**src/core/rxg_pkg.sv**
```systemverilog
// shared constants for the receive gain, filter and offset calibration control
package rxg_pkg;
  // ==========================================================================
  // register map (serial port addresses)
  localparam logic [6:0] ADDR_RX_PATH_CONFIG = 7'h07;
  localparam logic [6:0] ADDR_FILTER_CUTOFF_TARGET = 7'h08;
  localparam logic [6:0] ADDR_GAIN_CONTROL = 7'h09;
  localparam logic [6:0] ADDR_CAL_CONTROL = 7'h0a;
  localparam logic [6:0] ADDR_CAL_STATUS = 7'h0b;
  localparam logic [6:0] ADDR_CAL_DAC = 7'h0c;
  // ==========================================================================
  // field positions and reset values
  localparam int CFG_LPF_EN_BIT = 0;
  localparam int GAIN_ALT_BIT = 6;
  localparam int CALCTL_OCAL_REQ_BIT = 0;
  localparam logic [7:0] RST_RX_PATH_CONFIG = 8'h01;
  localparam logic [7:0] RST_FILTER_CUTOFF_TARGET = 8'h80;
  localparam logic [7:0] RST_GAIN_CONTROL = 8'h0c;
  // ==========================================================================
  // gain plan, in 1 db units above the -12 db floor
  localparam int GAIN_CODE_W = 6;
  localparam int ALT_CODE_W = 3;
  localparam logic [5:0] GAIN_MAX_IDX = 6'h3c;
  localparam logic [5:0] ALT_STEP_DB = 6'h08;
  localparam logic [5:0] ALT_MAX_IDX = 6'h30;
  localparam logic [5:0] COARSE_STEP_DB = 6'h06;
  localparam logic [3:0] COARSE_MAX_LVL = 4'h9;
  localparam logic [2:0] STAGE1_MAX_LVL = 3'h5;
  localparam logic [2:0] STAGE2_MAX_LVL = 3'h4;
  localparam logic [2:0] FINE_MAX_LVL = 3'h6;
  // ==========================================================================
  // offset servo
  localparam int ADC_W = 12;
  localparam logic signed [11:0] OFFSET_WINDOW_LSB = 12'sh020;
  localparam int CAL_DAC_W = 8;
  localparam logic [7:0] CAL_DAC_MID = 8'h80;
  localparam int OCAL_SETTLE_CYC = 64;
  localparam int OCAL_MAX_STEPS = 255;
  // ==========================================================================
  // filter calibration timing
  localparam int CLK_MHZ = 40;
  localparam int FCAL_LIMIT_US = 100;
  localparam int FCAL_LIMIT_CYC = FCAL_LIMIT_US * CLK_MHZ;
  localparam int FCAL_BITS = 8;
  localparam int FCAL_STEP_CYC = FCAL_LIMIT_CYC / (FCAL_BITS + 1);
  // ==========================================================================
  // serial frame: rw, 7-bit address, 8-bit data, msb first
  localparam int SER_FRAME_BITS = 16;
  localparam int SER_HDR_BITS = 8;
endpackage

```
**src/core/rxg_gain_if.sv**
```systemverilog
// gain request and per-stage settings between the control core and the lookup table
`timescale 1ns/1ps
`default_nettype none
interface rxg_gain_if;
  logic [5:0] gain_code;
  logic alt_mode;
  logic [2:0] stage1_lvl;
  logic [2:0] stage2_lvl;
  logic [2:0] fine_lvl;
  modport ctrl (output gain_code, output alt_mode, input stage1_lvl, input stage2_lvl, input fine_lvl);
  modport lut (input gain_code, input alt_mode, output stage1_lvl, output stage2_lvl, output fine_lvl);
endinterface
`default_nettype wire

```
**src/core/rxg_gain_lut.sv**
```systemverilog
// gain code to coarse and fine stage settings lookup
`timescale 1ns/1ps
`default_nettype none
module rxg_gain_lut (
  input wire logic clk,
  input wire logic rst_n,
  rxg_gain_if.lut gif
);
  import rxg_pkg::*;

  // ==========================================================================
  // map
  logic [5:0] idx;
  logic [3:0] coarse;
  logic [5:0] rem_db;
  logic [2:0] nxt_s1;
  logic [2:0] nxt_s2;

  always_comb begin
    if (gif.alt_mode) begin
      idx = 6'(gif.gain_code[ALT_CODE_W-1:0] * ALT_STEP_DB);
      if (idx > ALT_MAX_IDX) begin
        idx = ALT_MAX_IDX; // alternate range stops at +36 db, top code clamps
      end
    end else if (gif.gain_code > GAIN_MAX_IDX) begin
      idx = GAIN_MAX_IDX; // codes past +48 db clamp
    end else begin
      idx = gif.gain_code;
    end
    coarse = 4'(idx / COARSE_STEP_DB);
    if (coarse > COARSE_MAX_LVL) begin
      coarse = COARSE_MAX_LVL;
    end
    rem_db = 6'(idx - 6'(coarse * COARSE_STEP_DB));
    // first stage filled first: its preamp noise dominates at high gain
    nxt_s1 = (coarse > 4'(STAGE1_MAX_LVL)) ? STAGE1_MAX_LVL : coarse[2:0];
    nxt_s2 = 3'(coarse - 4'(nxt_s1));
  end

  always_ff @(posedge clk or negedge rst_n) begin
    if (!rst_n) begin
      gif.stage1_lvl <= 3'h0;
      gif.stage2_lvl <= 3'h0;
      gif.fine_lvl <= 3'h0;
    end else begin
      gif.stage1_lvl <= nxt_s1;
      gif.stage2_lvl <= nxt_s2;
      gif.fine_lvl <= rem_db[2:0];
    end
  end
endmodule // rxg_gain_lut
`default_nettype wire

```
**src/core/rxg_ctrl.sv**
```systemverilog
// receive gain, low-pass filter and offset calibration control core
// Overview of operation
// - 6-bit gain code selects -12 to +48 db in 1 db steps.
// - alternative 3-bit code selects -12 to +36 db in 8 db steps.
// - two cascaded coarse stages cover -12 to +42 db in 6 db steps.
// - fine stage adds 0 to 6 db in 1 db steps.
// - a lookup table splits total gain into coarse and fine settings.
// - offset cancellation runs after reset and on serial request.
// - during offset cal, first stage input shorted and all stages high gain.
// - servo steps cal dac until offset within +/-32 lsb.
// - each target write starts filter cal, done within 100 us.
// - config bit 0 enables filter, default on, cleared means bypass.
// - target register holds 8-bit cutoff target.
// - rewriting the same target value recalibrates the filter.
`timescale 1ns/1ps
`default_nettype none
module rxg_ctrl #(
  parameter int OCAL_SETTLE = rxg_pkg::OCAL_SETTLE_CYC,
  parameter int FCAL_STEP = rxg_pkg::FCAL_STEP_CYC
) (
  input wire logic clk,
  input wire logic rst_n,
  input wire logic ser_clk,
  input wire logic ser_en_n,
  input wire logic ser_din,
  output logic ser_dout,
  input wire logic signed [rxg_pkg::ADC_W-1:0] adc_offset,
  input wire logic filt_cmp,
  output logic [2:0] coarse1_lvl,
  output logic [2:0] coarse2_lvl,
  output logic [2:0] fine_lvl,
  output logic input_short,
  output logic [rxg_pkg::CAL_DAC_W-1:0] cal_dac,
  output logic lpf_bypass,
  output logic [7:0] lpf_target,
  output logic [rxg_pkg::FCAL_BITS-1:0] lpf_cap_code
);
  import rxg_pkg::*;

  // ==========================================================================
  // pin synchronisers
  logic [2:0] sclk_ff;
  logic [1:0] sen_ff;
  logic [1:0] sdi_ff;
  logic [1:0] cmp_ff;
  always_ff @(posedge clk or negedge rst_n) begin
    if (!rst_n) begin
      sclk_ff <= 3'h0;
      sen_ff <= 2'h3;
      sdi_ff <= 2'h0;
      cmp_ff <= 2'h0;
    end else begin
      sclk_ff <= {sclk_ff[1:0], ser_clk};
      sen_ff <= {sen_ff[0], ser_en_n};
      sdi_ff <= {sdi_ff[0], ser_din};
      cmp_ff <= {cmp_ff[0], filt_cmp};
    end
  end
  wire sclk_rise = sclk_ff[1] & ~sclk_ff[2];
  wire sclk_fall = ~sclk_ff[1] & sclk_ff[2];
  wire sel = ~sen_ff[1];

  // ==========================================================================
  // serial slave
  logic [4:0] bit_cnt_ff;
  logic [15:0] sh_in_ff;
  logic [7:0] sh_out_ff;
  logic [7:0] rd_data;
  logic [7:0] cfg_ff;
  logic [7:0] target_ff;
  logic [7:0] gain_ctl_ff;
  logic wr_target;
  logic ocal_req;
  logic ocal_busy;
  logic ocal_fail_ff;
  logic fcal_busy;
  wire [15:0] shifted = {sh_in_ff[14:0], sdi_ff[1]};
  wire frame_done = sel & sclk_rise & (bit_cnt_ff == 5'(SER_FRAME_BITS - 1));
  wire wr_strobe = frame_done & ~sh_in_ff[14];
  wire [6:0] wr_addr = sh_in_ff[13:7];

  always_comb begin
    unique case (shifted[6:0])
      ADDR_RX_PATH_CONFIG: rd_data = cfg_ff;
      ADDR_FILTER_CUTOFF_TARGET: rd_data = target_ff;
      ADDR_GAIN_CONTROL: rd_data = gain_ctl_ff;
      ADDR_CAL_STATUS: rd_data = {5'h00, ocal_fail_ff, fcal_busy, ocal_busy};
      ADDR_CAL_DAC: rd_data = cal_dac;
      default: rd_data = 8'h00;
    endcase
  end

  always_ff @(posedge clk or negedge rst_n) begin
    if (!rst_n) begin
      bit_cnt_ff <= 5'h00;
      sh_in_ff <= 16'h0000;
    end else if (!sel) begin
      bit_cnt_ff <= 5'h00; // deselect aborts a partial frame
    end else if (sclk_rise) begin
      bit_cnt_ff <= frame_done ? 5'h00 : 5'(bit_cnt_ff + 5'h01);
      sh_in_ff <= shifted;
    end
  end

  // read data loads after the header and shifts out on falling edges
  always_ff @(posedge clk or negedge rst_n) begin
    if (!rst_n) begin
      sh_out_ff <= 8'h00;
      ser_dout <= 1'b0;
    end else if (sel & sclk_rise & (bit_cnt_ff == 5'(SER_HDR_BITS - 1)) & shifted[7]) begin
      sh_out_ff <= rd_data;
    end else if (sel & sclk_fall & (bit_cnt_ff >= 5'(SER_HDR_BITS))) begin
      ser_dout <= sh_out_ff[7];
      sh_out_ff <= {sh_out_ff[6:0], 1'b0};
    end
  end

  always_ff @(posedge clk or negedge rst_n) begin
    if (!rst_n) begin
      cfg_ff <= RST_RX_PATH_CONFIG;
      target_ff <= RST_FILTER_CUTOFF_TARGET;
      gain_ctl_ff <= RST_GAIN_CONTROL;
    end else if (wr_strobe) begin
      if (wr_addr == ADDR_RX_PATH_CONFIG) cfg_ff <= shifted[7:0];
      if (wr_addr == ADDR_FILTER_CUTOFF_TARGET) target_ff <= shifted[7:0];
      if (wr_addr == ADDR_GAIN_CONTROL) gain_ctl_ff <= shifted[7:0];
    end
  end
  // any write counts, even of an unchanged value
  assign wr_target = wr_strobe & (wr_addr == ADDR_FILTER_CUTOFF_TARGET);
  assign ocal_req = wr_strobe & (wr_addr == ADDR_CAL_CONTROL) & shifted[CALCTL_OCAL_REQ_BIT];

  // ==========================================================================
  // gain lookup
  rxg_gain_if gif ();
  assign gif.gain_code = gain_ctl_ff[GAIN_CODE_W-1:0];
  assign gif.alt_mode = gain_ctl_ff[GAIN_ALT_BIT];
  rxg_gain_lut u_lut (
    .clk(clk),
    .rst_n(rst_n),
    .gif(gif)
  );

  // ==========================================================================
  // offset calibration
  typedef enum logic [2:0] {
    OC_IDLE = 3'b000,
    OC_SETTLE = 3'b001,
    OC_CHECK = 3'b010,
    OC_RESTORE = 3'b011,
    OC_RELEASE = 3'b100
  } rxg_ocal_t;
  rxg_ocal_t oc_st_ff;
  logic [15:0] oc_cnt_ff;
  logic [7:0] oc_steps_ff;
  logic boot_ff;
  assign ocal_busy = (oc_st_ff != OC_IDLE);

  always_ff @(posedge clk or negedge rst_n) begin
    if (!rst_n) begin
      oc_st_ff <= OC_IDLE;
      oc_cnt_ff <= 16'h0000;
      oc_steps_ff <= 8'h00;
      boot_ff <= 1'b1;
      cal_dac <= CAL_DAC_MID;
      ocal_fail_ff <= 1'b0;
    end else begin
      unique case (oc_st_ff)
        OC_IDLE: begin
          if (boot_ff | ocal_req) begin
            boot_ff <= 1'b0;
            oc_st_ff <= OC_SETTLE;
            oc_cnt_ff <= 16'h0000;
            oc_steps_ff <= 8'h00;
            ocal_fail_ff <= 1'b0;
          end
        end
        OC_SETTLE: begin
          oc_cnt_ff <= 16'(oc_cnt_ff + 16'h0001);
          if (oc_cnt_ff == 16'(OCAL_SETTLE - 1)) oc_st_ff <= OC_CHECK;
        end
        OC_CHECK: begin
          oc_cnt_ff <= 16'h0000;
          if ((adc_offset <= OFFSET_WINDOW_LSB) && (adc_offset >= -OFFSET_WINDOW_LSB)) begin
            oc_st_ff <= OC_RESTORE;
          end else if (oc_steps_ff == 8'(OCAL_MAX_STEPS)) begin
            ocal_fail_ff <= 1'b1; // servo ran out of range, keeps last code
            oc_st_ff <= OC_RESTORE;
          end else begin
            cal_dac <= adc_offset[ADC_W-1] ? 8'(cal_dac + 8'h01) : 8'(cal_dac - 8'h01);
            oc_steps_ff <= 8'(oc_steps_ff + 8'h01);
            oc_st_ff <= OC_SETTLE;
          end
        end
        OC_RESTORE: oc_st_ff <= OC_RELEASE;
        OC_RELEASE: oc_st_ff <= OC_IDLE;
        default: oc_st_ff <= OC_IDLE;
      endcase
    end
  end

  // gains come back one cycle before the short lifts, avoiding a spike
  wire force_high = (oc_st_ff == OC_SETTLE) | (oc_st_ff == OC_CHECK);
  always_ff @(posedge clk or negedge rst_n) begin
    if (!rst_n) begin
      coarse1_lvl <= 3'h0;
      coarse2_lvl <= 3'h0;
      fine_lvl <= 3'h0;
      input_short <= 1'b0;
    end else begin
      coarse1_lvl <= force_high ? STAGE1_MAX_LVL : gif.stage1_lvl;
      coarse2_lvl <= force_high ? STAGE2_MAX_LVL : gif.stage2_lvl;
      fine_lvl <= force_high ? FINE_MAX_LVL : gif.fine_lvl;
      input_short <= force_high | (oc_st_ff == OC_RESTORE);
    end
  end

  // ==========================================================================
  // filter calibration, successive approximation of the capacitor code
  logic [15:0] fc_cnt_ff;
  logic [3:0] fc_bit_ff;
  logic fc_busy_ff;
  assign fcal_busy = fc_busy_ff;
  wire [3:0] fc_hi = 4'(FCAL_BITS - 1);

  always_ff @(posedge clk or negedge rst_n) begin
    if (!rst_n) begin
      fc_busy_ff <= 1'b0;
      fc_cnt_ff <= 16'h0000;
      fc_bit_ff <= 4'h0;
      lpf_cap_code <= 8'h80;
      lpf_target <= RST_FILTER_CUTOFF_TARGET;
    end else if (wr_target) begin
      fc_busy_ff <= 1'b1;
      fc_cnt_ff <= 16'h0000;
      fc_bit_ff <= fc_hi;
      lpf_cap_code <= 8'h80;
      lpf_target <= shifted[7:0];
    end else if (fc_busy_ff) begin
      fc_cnt_ff <= 16'(fc_cnt_ff + 16'h0001);
      if (fc_cnt_ff == 16'(FCAL_STEP - 1)) begin
        // eight settle steps fit under the time limit with a step to spare
        fc_cnt_ff <= 16'h0000;
        if (!cmp_ff[1]) lpf_cap_code[fc_bit_ff[2:0]] <= 1'b0;
        if (fc_bit_ff == 4'h0) begin
          fc_busy_ff <= 1'b0;
        end else begin
          lpf_cap_code[fc_bit_ff[2:0] - 3'h1] <= 1'b1;
          fc_bit_ff <= 4'(fc_bit_ff - 4'h1);
        end
      end
    end
  end

  always_ff @(posedge clk or negedge rst_n) begin
    if (!rst_n) begin
      lpf_bypass <= 1'b0;
    end else begin
      lpf_bypass <= ~cfg_ff[CFG_LPF_EN_BIT];
    end
  end
endmodule // rxg_ctrl
`default_nettype wire

```
**config.mk**
```make
export PLATFORM = sky130hd
export DESIGN_NAME = rxg_ctrl
export DESIGN_NICKNAME = d
export VERILOG_FILES = /design/src/core/rxg_pkg.sv /design/src/core/rxg_gain_if.sv /design/src/core/rxg_gain_lut.sv /design/src/core/rxg_ctrl.sv
export SDC_FILE = /design/constraint.sdc
export NUM_CORES = 1
export LEC_CHECK = 0
export BUFFER_PORTS_ARGS = -buffer_cell sky130_fd_sc_hd__buf_2
export CAP_MARGIN = 20
export CORE_MARGIN = 2
export CORE_UTILIZATION = 35
export CTS_CLUSTER_DIAMETER = 80
export CTS_CLUSTER_SIZE = 24
export DETAILED_ROUTE_END_ITERATION = 7
export PLACE_DENSITY = 0.48
export SLEW_MARGIN = 15
export SYNTH_ARGS = -nofsm -noshare
export SYNTH_HDL_FRONTEND = slang
export SYNTH_HIERARCHICAL = 1
export SYNTH_SLANG_ARGS = --single-unit
```
**constraint.sdc**
```tcl
create_clock -name clk -period 4.48 [get_ports clk]
set_input_delay 0.672 -clock clk [delete_from_list [all_inputs] [get_ports clk]]
set_output_delay 0.672 -clock clk [all_outputs]
set_load 0.1 [all_outputs]
```
==> impl_results.md, run 1 <==
- Total wire length: 18500 um
- Fin nets: 883
- Ys async rst share: 100%
- Yosys warns: 6
- Syn nets: 833
- Gate count of the mapped netlist: 798
- Crit path capture type: flop
- Placed inst area: 8220 sq um
- Number of vias per cell: 5.44
- Number of synthesized flops with an enable pin: 0
- Netlist cell types: 71
- FP Rows: 54
- Area Growth Syn to Fin: 15.0%
- Final Hold Vio Count: 0
- Die area: 23100 sq um
- Mapped cell area: 7670 sq um
- Fin util: 40.7%
- Fmax: 327 MHz
- Max clock buf depth: 2
- Filler cells: 2148
- Reg power frac: 43.6%
- Slew Limit Fails: 0
- Crit path max fanout: 16
- Total internal power: 2.46 mW
- Switch share: 30.5%
- IO Count: 54
- Commonest non-fill, non-tap cell in the layout: dfrtp_1
- Critical path startpoint category: flop
- Worst Path Class, Setup: flop to flop
- Maximum vdd drop: 0.194 mV
- Layout cells sized above 1: 17.2%
- Slew @ Worst Pin: 0.976 ns
- Sw Pwr: 1.08 mW
- Clk_skew: 0.0132 ns
- Period minus WS final: 3.06 ns
- First-pass GRT wire length: 31200 um
- Starting DRT DRC Count: 387
- Reg clk slew, reported paths: 0.06 ns
- Hold-fix buffers, CTS: 0
- Dpl hpwl: 12800 um
- Final Cycle Share: 68.3%
- Clk sink count: 148
- Clock root buffer master: clkbuf_16
- Setup_tns: 0 ns
- Core Region: 21700 sq um
- Initial core utilization: 35.4%
- Slowest CP cell: dfrtp_1
- Vias: 6202
- Chip Width: 152 um
- Final Cell Area: 8820 sq um
- Clock power share: 40.2%
- TritonRoute pass-1 iters: 7
- Worst Path Arrival: 3.42 ns
- Largest net degree at the start of global routing: 98
- Synth top area share: 45.4%
- Die Height: 152 um
- # Max-Cap Violations: 0
- Required time of the critical path: 4.83 ns
- # resized after CTS: 0
- Diodes inserted: 0
- Synth area leaders: dfrtp_1, nand2_1, o21ai_0
- Wire per inst: 16.3 um
- Worst-path cell chain: inv_2 -> mux2_4 -> o32ai_2 -> a31oi_1 -> o211ai_2 -> inv_1 -> ha_1 -> nor2_1 -> o21a_1 -> nand2b_1 -> ha_1 -> nor2_1 -> nand2_1 -> nand2_1
- IO Port Bufs: 53
- Setup bufs post-CTS: 0
- Number of buffers created by CTS: 17
- # DRC: 0
- Final setup viols: 0
- Worst rel slew slack: 34.5%
- Vias in the first global route: 6167
- Routed Antenna Nets: 0
- Slowest stage delay, CP: 0.73 ns
- Synth area leader: dfrtp_1
- Class of the most critical hold timing path: input port to asynchronous set/reset pin
- Top FF cell, synth: dfrtp_1
- Synthesis-stage register bit count: 148
- Global route overflow: 0
- Initial antenna violation count: 0
- CTS tree: yes
- Status: completed
- Leak: 3.83 nW
- Total track usage: 16.3%
- Gate power share: 16.1%
- Syn Area/Cell: 9.61 sq um
- Post-synthesis sequential area ratio: 48.4%
- H-Tree Level Count: 4
- RSZ-0062 raised after global routing: false
- Leading cell types in the layout, fill and taps excluded: dfrtp_1, nand2_1, o21ai_0
- Routability cong.: 0.869
- Power per cell area: 401 nW/um^2
- Clk Latency, worst-skew pair: 0.43 ns
-- cell families (layout without fill, tap and decap cells) --
group	after synthesis	count (layout)	share of synthesized area, %
and+or+nand+nor	327	327	21.9
adders and majority gates	17	17	2.87
buffers and inverters	62	125	3.21
muxes	37	37	5.32
DFF	148	148	48.4
xor gates and xnor gates	23	23	2.63
AOI/OAI and AO/OA	184	184	15.6
-- cell usage after synthesis (all sizes together) (13+ instances only) --
master,n
a21oi,49
a22oi,14
clkbuf,22
dfrtp,139
ha,16
inv,29
mux2,24
mux2i,13
nand2,123
nand2b,15
nand3,30
nand4,17
nor2,44
o21ai,54
or3,14
or4,15
xnor2,15
-- worst max-delay path: cells and delay by family (launching register included) --
| family | cells | cell delay (ns) |
|---|---|---|
| flip-flops | 1 | 0.73 |
| AO/OA/AOI/OAI | 4 | 0.71 |
| AND/OR/NAND/NOR | 5 | 0.46 |
| multiplexers | 1 | 0.39 |
| adder cells (fa/ha/maj) | 2 | 0.39 |
| buffers and inverters | 2 | 0.33 |
-- power groups by stage --
stage               clock [mW]  combinational (mW)  sequential, mW
finish                    1.42               0.571            1.54
global route              1.52               0.622            1.56
CTS                       1.46               0.568            1.54
detailed placement           0               0.567            1.57
global placement             0               0.554            1.56
floorplan                    0               0.269            1.71
-- path summary, 6_finish.rpt --
check	to	from	slack [ns]	depth (start not counted)
min in group clk	cmp_ff[0]	filt_cmp	0.35	1
setup reg to reg	u_lut/gif.stage2_lvl[2]	gain_ctl_ff[6]	1.42	14
hold reg to reg	cmp_ff[1]	cmp_ff[0]	0.35	0
hold / removal	oc_steps_ff[6]	rst_n	0.35	1
max in group asynchronous	sen_ff[1]	rst_n	3.12	2
setup / recovery	u_lut/gif.stage2_lvl[2]	gain_ctl_ff[6]	1.42	14
-- area by class of cell --
class,count,area (sq um),share of cell area [%]
clock buffer,22,444,5.04
clock inverter,10,135,1.53
inverter,30,113,1.28
multi-input combinational,588,3710,42.1
sequential,148,3710,42.1
tap,280,350,3.97
timing repair buffer,63,348,3.94
-- state kept, by name, indices dropped and copies added (netlist names), 4 cells and up --
signal / flops
sh_in_ff: 15
cal_dac: 8
fc_cnt_ff: 16
gain_ctl_ff: 8
oc_cnt_ff: 16
lpf_cap_code: 8
fc_bit_ff: 4
sh_out_ff: 8
oc_steps_ff: 8
cfg_ff: 8
target_ff: 8
bit_cnt_ff: 5
-- per-stage QoR --
step / setup slack, ns / cells / hold slack (ns) / power, mW
finish: 1.42 / 1141 / 0.350 / 3.54
global route: 1.11 / 1141 / 0.332 / 3.70
CTS: 1.42 / 1139 / 0.333 / 3.58
detailed placement: 1.44 / 1107 / 0.340 / 2.13
global placement: 1.56 / 1107 / 0.332 / 2.12
floorplan: 1.99 / 798 / 0.331 / 1.98
-- routing by layer --
layer | up-vias | share of wire [%] | wire length (um) | GRT usage, %
li1 | 2979 | - | - | -
met1 | 3080 | 46 | 8620 | 21.1
met2 | 122 | 49 | 9050 | 27.2
met3 | 21 | 3.3 | 612 | 3.19
met4 | 0 | 1.4 | 256 | 5.61
met5 | - | 0 | 0 | 0
No activity file was read; power rests on OpenSTA's default activity.
==> inputs of run 2 (changes only) <==
==> constraint.sdc (replaced) <==
create_clock -name clk -period 3 [get_ports clk]
set_input_delay 0.45 -clock clk [delete_from_list [all_inputs] [get_ports clk]]
set_output_delay 0.45 -clock clk [all_outputs]
set_load 0.1 [all_outputs]
==> run 2 against run 1 <==
  * Sequential power grew 50%
  * Maximum frequency grew 12%
  * Non-clock buffer count grew 12
  * Clock skew grew 0.00070 ns
  * Critical endpoint unchanged
==> impl_results.md, run 2 (synthesis gave the netlist of run 1 again) <==
- Status: completed
- # Max-Cap Violations: 0 (unchanged)
- Routability cong.: 0.850 (-2.2%)
- Period minus WS final: 2.73 ns (-0.333 ns)
- Fin util: 41.2% (+0.55 points)
- IO Count: 54 (unchanged)
- TritonRoute pass-1 iters: 5 (-2)
- CTS tree: yes
- First-pass GRT wire length: 31000 um (-0.53%)
- IO Port Bufs: 53 (unchanged)
- Initial antenna violation count: 0 (unchanged)
- Number of vias per cell: 5.36 (-1.4%)
- Crit path capture type: flop
- Global route overflow: 0 (unchanged)
- Final Cycle Share: 90.9% (+23 points)
- Leading cell types in the layout, fill and taps excluded: dfrtp_1, nand2_1, o21ai_0
- Dpl hpwl: 12900 um (+0.74%)
- Fmax: 367 MHz (+12%)
- Total track usage: 16.3% (+0.017 points)
- Diodes inserted: 0 (unchanged)
- Initial core utilization: 35.4% (unchanged)
- Clock root buffer master: clkbuf_16
- Reg clk slew, reported paths: 0.07 ns (about the same)
- Final setup viols: 0 (unchanged)
- Wire per inst: 15.7 um (-3.3%)
- Routed Antenna Nets: 0 (unchanged)
- Hold-fix buffers, CTS: 0 (unchanged)
- # DRC: 0 (unchanged)
- Leak: 3.89 nW (+1.7%)
- Largest net degree at the start of global routing: 70 (-29%)
- Crit path max fanout: 9 (-7)
- Worst Path Class, Setup: flop to flop
- Vias: 6177 (-0.40%)
- Core Region: 21700 sq um (unchanged)
- Slew Limit Fails: 0 (unchanged)
- Layout cells sized above 1: 19.0% (+1.8 points)
- Maximum vdd drop: 0.311 mV (+61%)
- Clk sink count: 148 (unchanged)
- Number of buffers created by CTS: 17 (unchanged)
- Setup_tns: 0 ns (unchanged)
- Slew @ Worst Pin: 0.996 ns (+0.0198 ns)
- Class of the most critical hold timing path: input port to asynchronous set/reset pin
- Area Growth Syn to Fin: 16.6%
- Die Height: 152 um (unchanged)
- FP Rows: 54 (unchanged)
- Chip Width: 152 um (unchanged)
- Final Hold Vio Count: 0 (unchanged)
- RSZ-0062 raised after global routing: false
- Die area: 23100 sq um (unchanged)
- Required time of the critical path: 3.36 ns (-1.47 ns)
- Clk_skew: 0.0139 ns (+0.000701 ns)
- Starting DRT DRC Count: 367 (-5.2%)
- Vias in the first global route: 6011 (-2.5%)
- Worst rel slew slack: 33.4% (-1.1 points)
- Commonest non-fill, non-tap cell in the layout: dfrtp_1
- Total wire length: 18100 um (-2.3%)
- Leading registers by flop count: fc_cnt_ff (16), oc_cnt_ff (16), sh_in_ff (15)
- Fin nets: 895 (+1.4%)
- Critical path startpoint category: flop
- Power per cell area: 595 nW/um^2 (+48%)
- Worst Path Arrival: 3.09 ns (-0.33 ns)
- Max clock buf depth: 2 (unchanged)
- Clk Latency, worst-skew pair: 0.42 ns (about the same)
- H-Tree Level Count: 4 (unchanged)
- Worst hold margin: 0.0199 ns (-0.330 ns)
## run 2: cell types whose count changed in the layout (fill, tap and decap cells not counted), moves of 2 or more
cell | previous run | this run
buf_4 | 8 | 21
inv_6 | 0 | 7
clkinvlp_4 | 1 | 3
clkbuf_1 | 5 | 0
clkinv_2 | 4 | 1
## run 2: path summary, 6_finish.rpt
check	from	to	slack, ns	cells past startpoint
max	gain_ctl_ff[3]	u_lut/gif.stage2_lvl[2]	0.27	14
min	rst_n	oc_steps_ff[7]	0.02	1
max reg2reg	gain_ctl_ff[3]	u_lut/gif.stage2_lvl[2]	0.27	14
min reg2reg	sclk_ff[0]	sclk_ff[1]	0.35	0
max in group asynchronous	rst_n	target_ff[7]	2.17	2
min in group clk	ser_en_n	sen_ff[0]	0.12	1
## run 2: timing repair
action                     in CTS  in global routing
gates resized for setup         0                  1
setup endpoints to repair       0                  1
buffers inserted                0                  2
## run 2: layer usage
metal,GRT usage (%),vias up,routed length (um)
met5,0,-,0
met4,5.21,0,289
met3,3.31,18,636
met2,26.6,140,8830
met1,21.8,2998,8360
li1,-,3021,-
## run 2: layout make-up
cell class | instances | area, sq um
Sequential cell | 148 | 3710
Multi-Input combinational cell | 588 | 3720
Tap cell | 280 | 350
Fill cell | 2132 | 12700
Clock inverter | 15 | 169
Inverter | 30 | 113
Timing Repair Buffer | 75 | 449
Clock buffer | 17 | 425
## run 2: metrics by stage
stage / power [mW] / cells / cell area [sq um] / setup WS [ns]
2_1_floorplan: 2.95 / 798 / 7670 / 0.508
3_3_place_gp: 3.18 / 1119 / 8330 / 0.352
3_5_place_dp: 3.20 / 1119 / 8330 / 0.215
4_1_cts: 5.39 / 1151 / 8920 / 0.200
5_1_grt: 5.58 / 1153 / 8940 / 0.0236
6_report: 5.32 / 1153 / 8940 / 0.272
## run 2: critical path, cell delays in order (launching register included)
cell	delay (ns)
dfstp_2	0.61
nand2b_2	0.14
mux2_4	0.31
xnor2_1	0.18
a31oi_1	0.13
o211ai_2	0.25
inv_1	0.07
ha_1	0.17
nor2_1	0.18
o21a_1	0.15
nand2b_1	0.06
ha_1	0.21
nor2_1	0.10
nand2_1	0.06
nand2_1	0.05
## run 2: power breakdown
part	leakage, nW	internal [mW]	switching, mW	total [mW]
combinational	1.68	0.242	0.614	0.856
clock	0.284	1.25	0.911	2.16
sequential	1.93	2.13	0.177	2.31
==> inputs of run 3 (changes only) <==
--- a/config.mk
+++ b/config.mk
@@ -5,7 +5,7 @@
 export SDC_FILE = /design/constraint.sdc
 export NUM_CORES = 1
 export LEC_CHECK = 0
-export BUFFER_PORTS_ARGS = -buffer_cell sky130_fd_sc_hd__buf_2
+export BUFFER_PORTS_ARGS = -buffer_cell sky130_fd_sc_hd__clkbuf_2
 export CAP_MARGIN = 20
 export CORE_MARGIN = 2
 export CORE_UTILIZATION = 35
==> run 3 against run 2 <==
  * Die area did not move
  * Non-clock buffer count shrank 2
  * Sequential power about the same
  * Global-route usage is 0.20 points lower
  * Via count is essentially flat
  * Hold slack worse by 0.0082 ns
  * Maximum frequency fell by 0.12%
  * Clock skew down 0.00081 ns
  * Setup slack worse by 0.0034 ns
  * Routed wire length rose by 0.25%
  * Sequential cell count did not move
  * Clock power about the same
  * Critical path type unchanged
==> impl_results.md, run 3 (synthesis gave the netlist of run 1 again) <==
- Diodes inserted: 0 (unchanged)
- Final setup viols: 0 (unchanged)
- Reg clk slew, reported paths: 0.07 ns (about the same)
- Chip Width: 152 um (unchanged)
- Slew Limit Fails: 0 (unchanged)
- Reg2reg path depth: 14 (unchanged)
- # DRC: 0 (unchanged)
- Clk sink count: 148 (unchanged)
- Dpl hpwl: 12900 um (about the same)
- Leading cell types in the layout, fill and taps excluded: dfrtp_1, nand2_1, o21ai_0
- Largest net degree at the start of global routing: 75 (+7.1%)
- Hold-fix buffers, CTS: 0 (unchanged)
- Final Hold Vio Count: 0 (unchanged)
- Fmax: 366 MHz (-0.12%)
- # Max-Cap Violations: 0 (unchanged)
- TritonRoute pass-1 iters: 5 (unchanged)
- Fin nets: 893 (-0.22%)
- Setup bufs post-CTS: 0 (unchanged)
- Global route overflow: 0 (unchanged)
- Initial core utilization: 35.4% (unchanged)
- Layout cells sized above 1: 18.7% (-0.30 points)
- Worst Path Class, Setup: flop to flop
- Starting DRT DRC Count: 339 (-7.6%)
- R2r setup slk: 0.27 ns (about the same)
- Required time of the critical path: 3.36 ns (about the same)
- # resized after CTS: 0 (unchanged)
- Die Height: 152 um (unchanged)
- CTS tree: yes
- IO Port Bufs: 53 (unchanged)
- Worst rel slew slack: 34.7% (+1.3 points)
- Dpl cells: 1119 (unchanged)
- Fin util: 41.2% (-0.058 points)
- Initial antenna violation count: 0 (unchanged)
- Vias in the first global route: 5940 (-1.2%)
- Placed inst area: 8330 sq um (unchanged)
- Clk Latency, worst-skew pair: 0.43 ns (about the same)
- Routed Antenna Nets: 0 (unchanged)
- Die area: 23100 sq um (unchanged)
- Vias: 6171 (-0.097%)
- Finished Layout Cells: 1151 (-0.17%)
- Slew @ Worst Pin: 0.976 ns (-0.0201 ns)
- Wire per inst: 15.8 um (+0.42%)
- Leak: 3.88 nW (-0.25%)
- RSZ-0062 raised after global routing: false
- IO Count: 54 (unchanged)
- H-Tree Level Count: 4 (unchanged)
- Crit path capture type: flop
- Core Region: 21700 sq um (unchanged)
- Leading registers by flop count: fc_cnt_ff (16), oc_cnt_ff (16), sh_in_ff (15)
- Class of the most critical hold timing path: input port to asynchronous set/reset pin
- Total wire length: 18200 um (+0.25%)
- Number of buffers created by CTS: 17 (unchanged)
- First-pass GRT wire length: 30800 um (-0.80%)
- Worst R2R End: u_lut/gif.stage2_lvl[2]
- Status: completed
- Total track usage: 16.1% (-0.20 points)
- Routability cong.: 0.847 (-0.32%)
- Setup_tns: 0 ns (unchanged)
- Worst Path Arrival: 3.09 ns (about the same)
- FP Rows: 54 (unchanged)
- Power per cell area: 596 nW/um^2 (about the same)
- Number of vias per cell: 5.36 (about the same)
- Area Growth Syn to Fin: 16.4%
- Final Cycle Share: 91.0% (+0.11 points)
- R2R Path Start: gain_ctl_ff[3]
- Clock root buffer master: clkbuf_16
- Commonest non-fill, non-tap cell in the layout: dfrtp_1
- Period minus WS final: 2.73 ns (+0.00335 ns)
- Clk_skew: 0.0131 ns (-0.000811 ns)
- Max clock buf depth: 2 (unchanged)
- Crit path max fanout: 9 (unchanged)
- Critical path startpoint category: flop
- Maximum vdd drop: 0.333 mV (+7.1%)
- Final Cell Area: 8930 sq um (-0.14%)
==> run 3: metal layers <==
metal	vias up	global-route usage, %	wire length (um)
li1	3004	-	-
met1	3024	21.3	8290
met2	123	26.6	9030
met3	20	3.39	666
met4	0	4.67	176
met5	-	0	0
==> run 3: how the worst max path moves through the flow <==
stage | start | to | slack (ns) | cells past startpoint
2_1_floorplan | gain_ctl_ff[3] | u_lut/gif.stage2_lvl[2] | 0.51 | 14
3_3_place_gp | gain_ctl_ff[3] | u_lut/gif.stage2_lvl[2] | 0.35 | 14
3_5_place_dp | gain_ctl_ff[3] | u_lut/gif.stage2_lvl[2] | 0.27 | 14
4_1_cts | gain_ctl_ff[3] | u_lut/gif.stage2_lvl[2] | 0.26 | 14
5_1_grt | gain_ctl_ff[3] | u_lut/gif.stage2_lvl[2] | 0.07 | 14
6_report | gain_ctl_ff[3] | u_lut/gif.stage2_lvl[2] | 0.27 | 14
==> run 3: report_power, final <==
group	internal, mW	leakage (nW)	total, mW	switching (mW)
combinational	0.240	1.67	0.852	0.612
clock	1.28	0.290	2.16	0.879
sequential	2.13	1.93	2.31	0.179
total	3.65	3.88	5.32	1.67
==> run 3: critical path, cell delays in order, from the launching register on <==
cell and delay [ns]:
dfstp_2 0.61, nand2b_1 0.17, mux2_4 0.33, o32ai_2 0.20
a31oi_1 0.08, o211ai_2 0.24, inv_1 0.07, ha_1 0.18
nor2_1 0.16, o21a_1 0.15, nand2b_1 0.06, ha_1 0.20
nor2_1 0.10, nand2_1 0.06, nand2_1 0.05
==> run 3: final cells by class <==
| type | instances | area (sq um) |
|---|---|---|
| well taps | 280 | 350 |
| flip-flops and latches | 148 | 3710 |
| multi-input cells | 588 | 3710 |
| fillers | 2076 | 12800 |
| repair buffers | 73 | 434 |
| clock buffers | 19 | 453 |
| clock inverters | 13 | 146 |
| inverters | 30 | 113 |
==> run 3: metrics by stage <==
stage	total power [mW]	hold slack (ns)	setup WS, ns
after floorplan	2.95	0.154	0.508
after global placement	3.18	0.333	0.350
after detailed placement	3.20	0.335	0.273
after CTS	5.39	0.0623	0.260
after global routing	5.59	0.0657	0.0699
final	5.32	0.0117	0.269
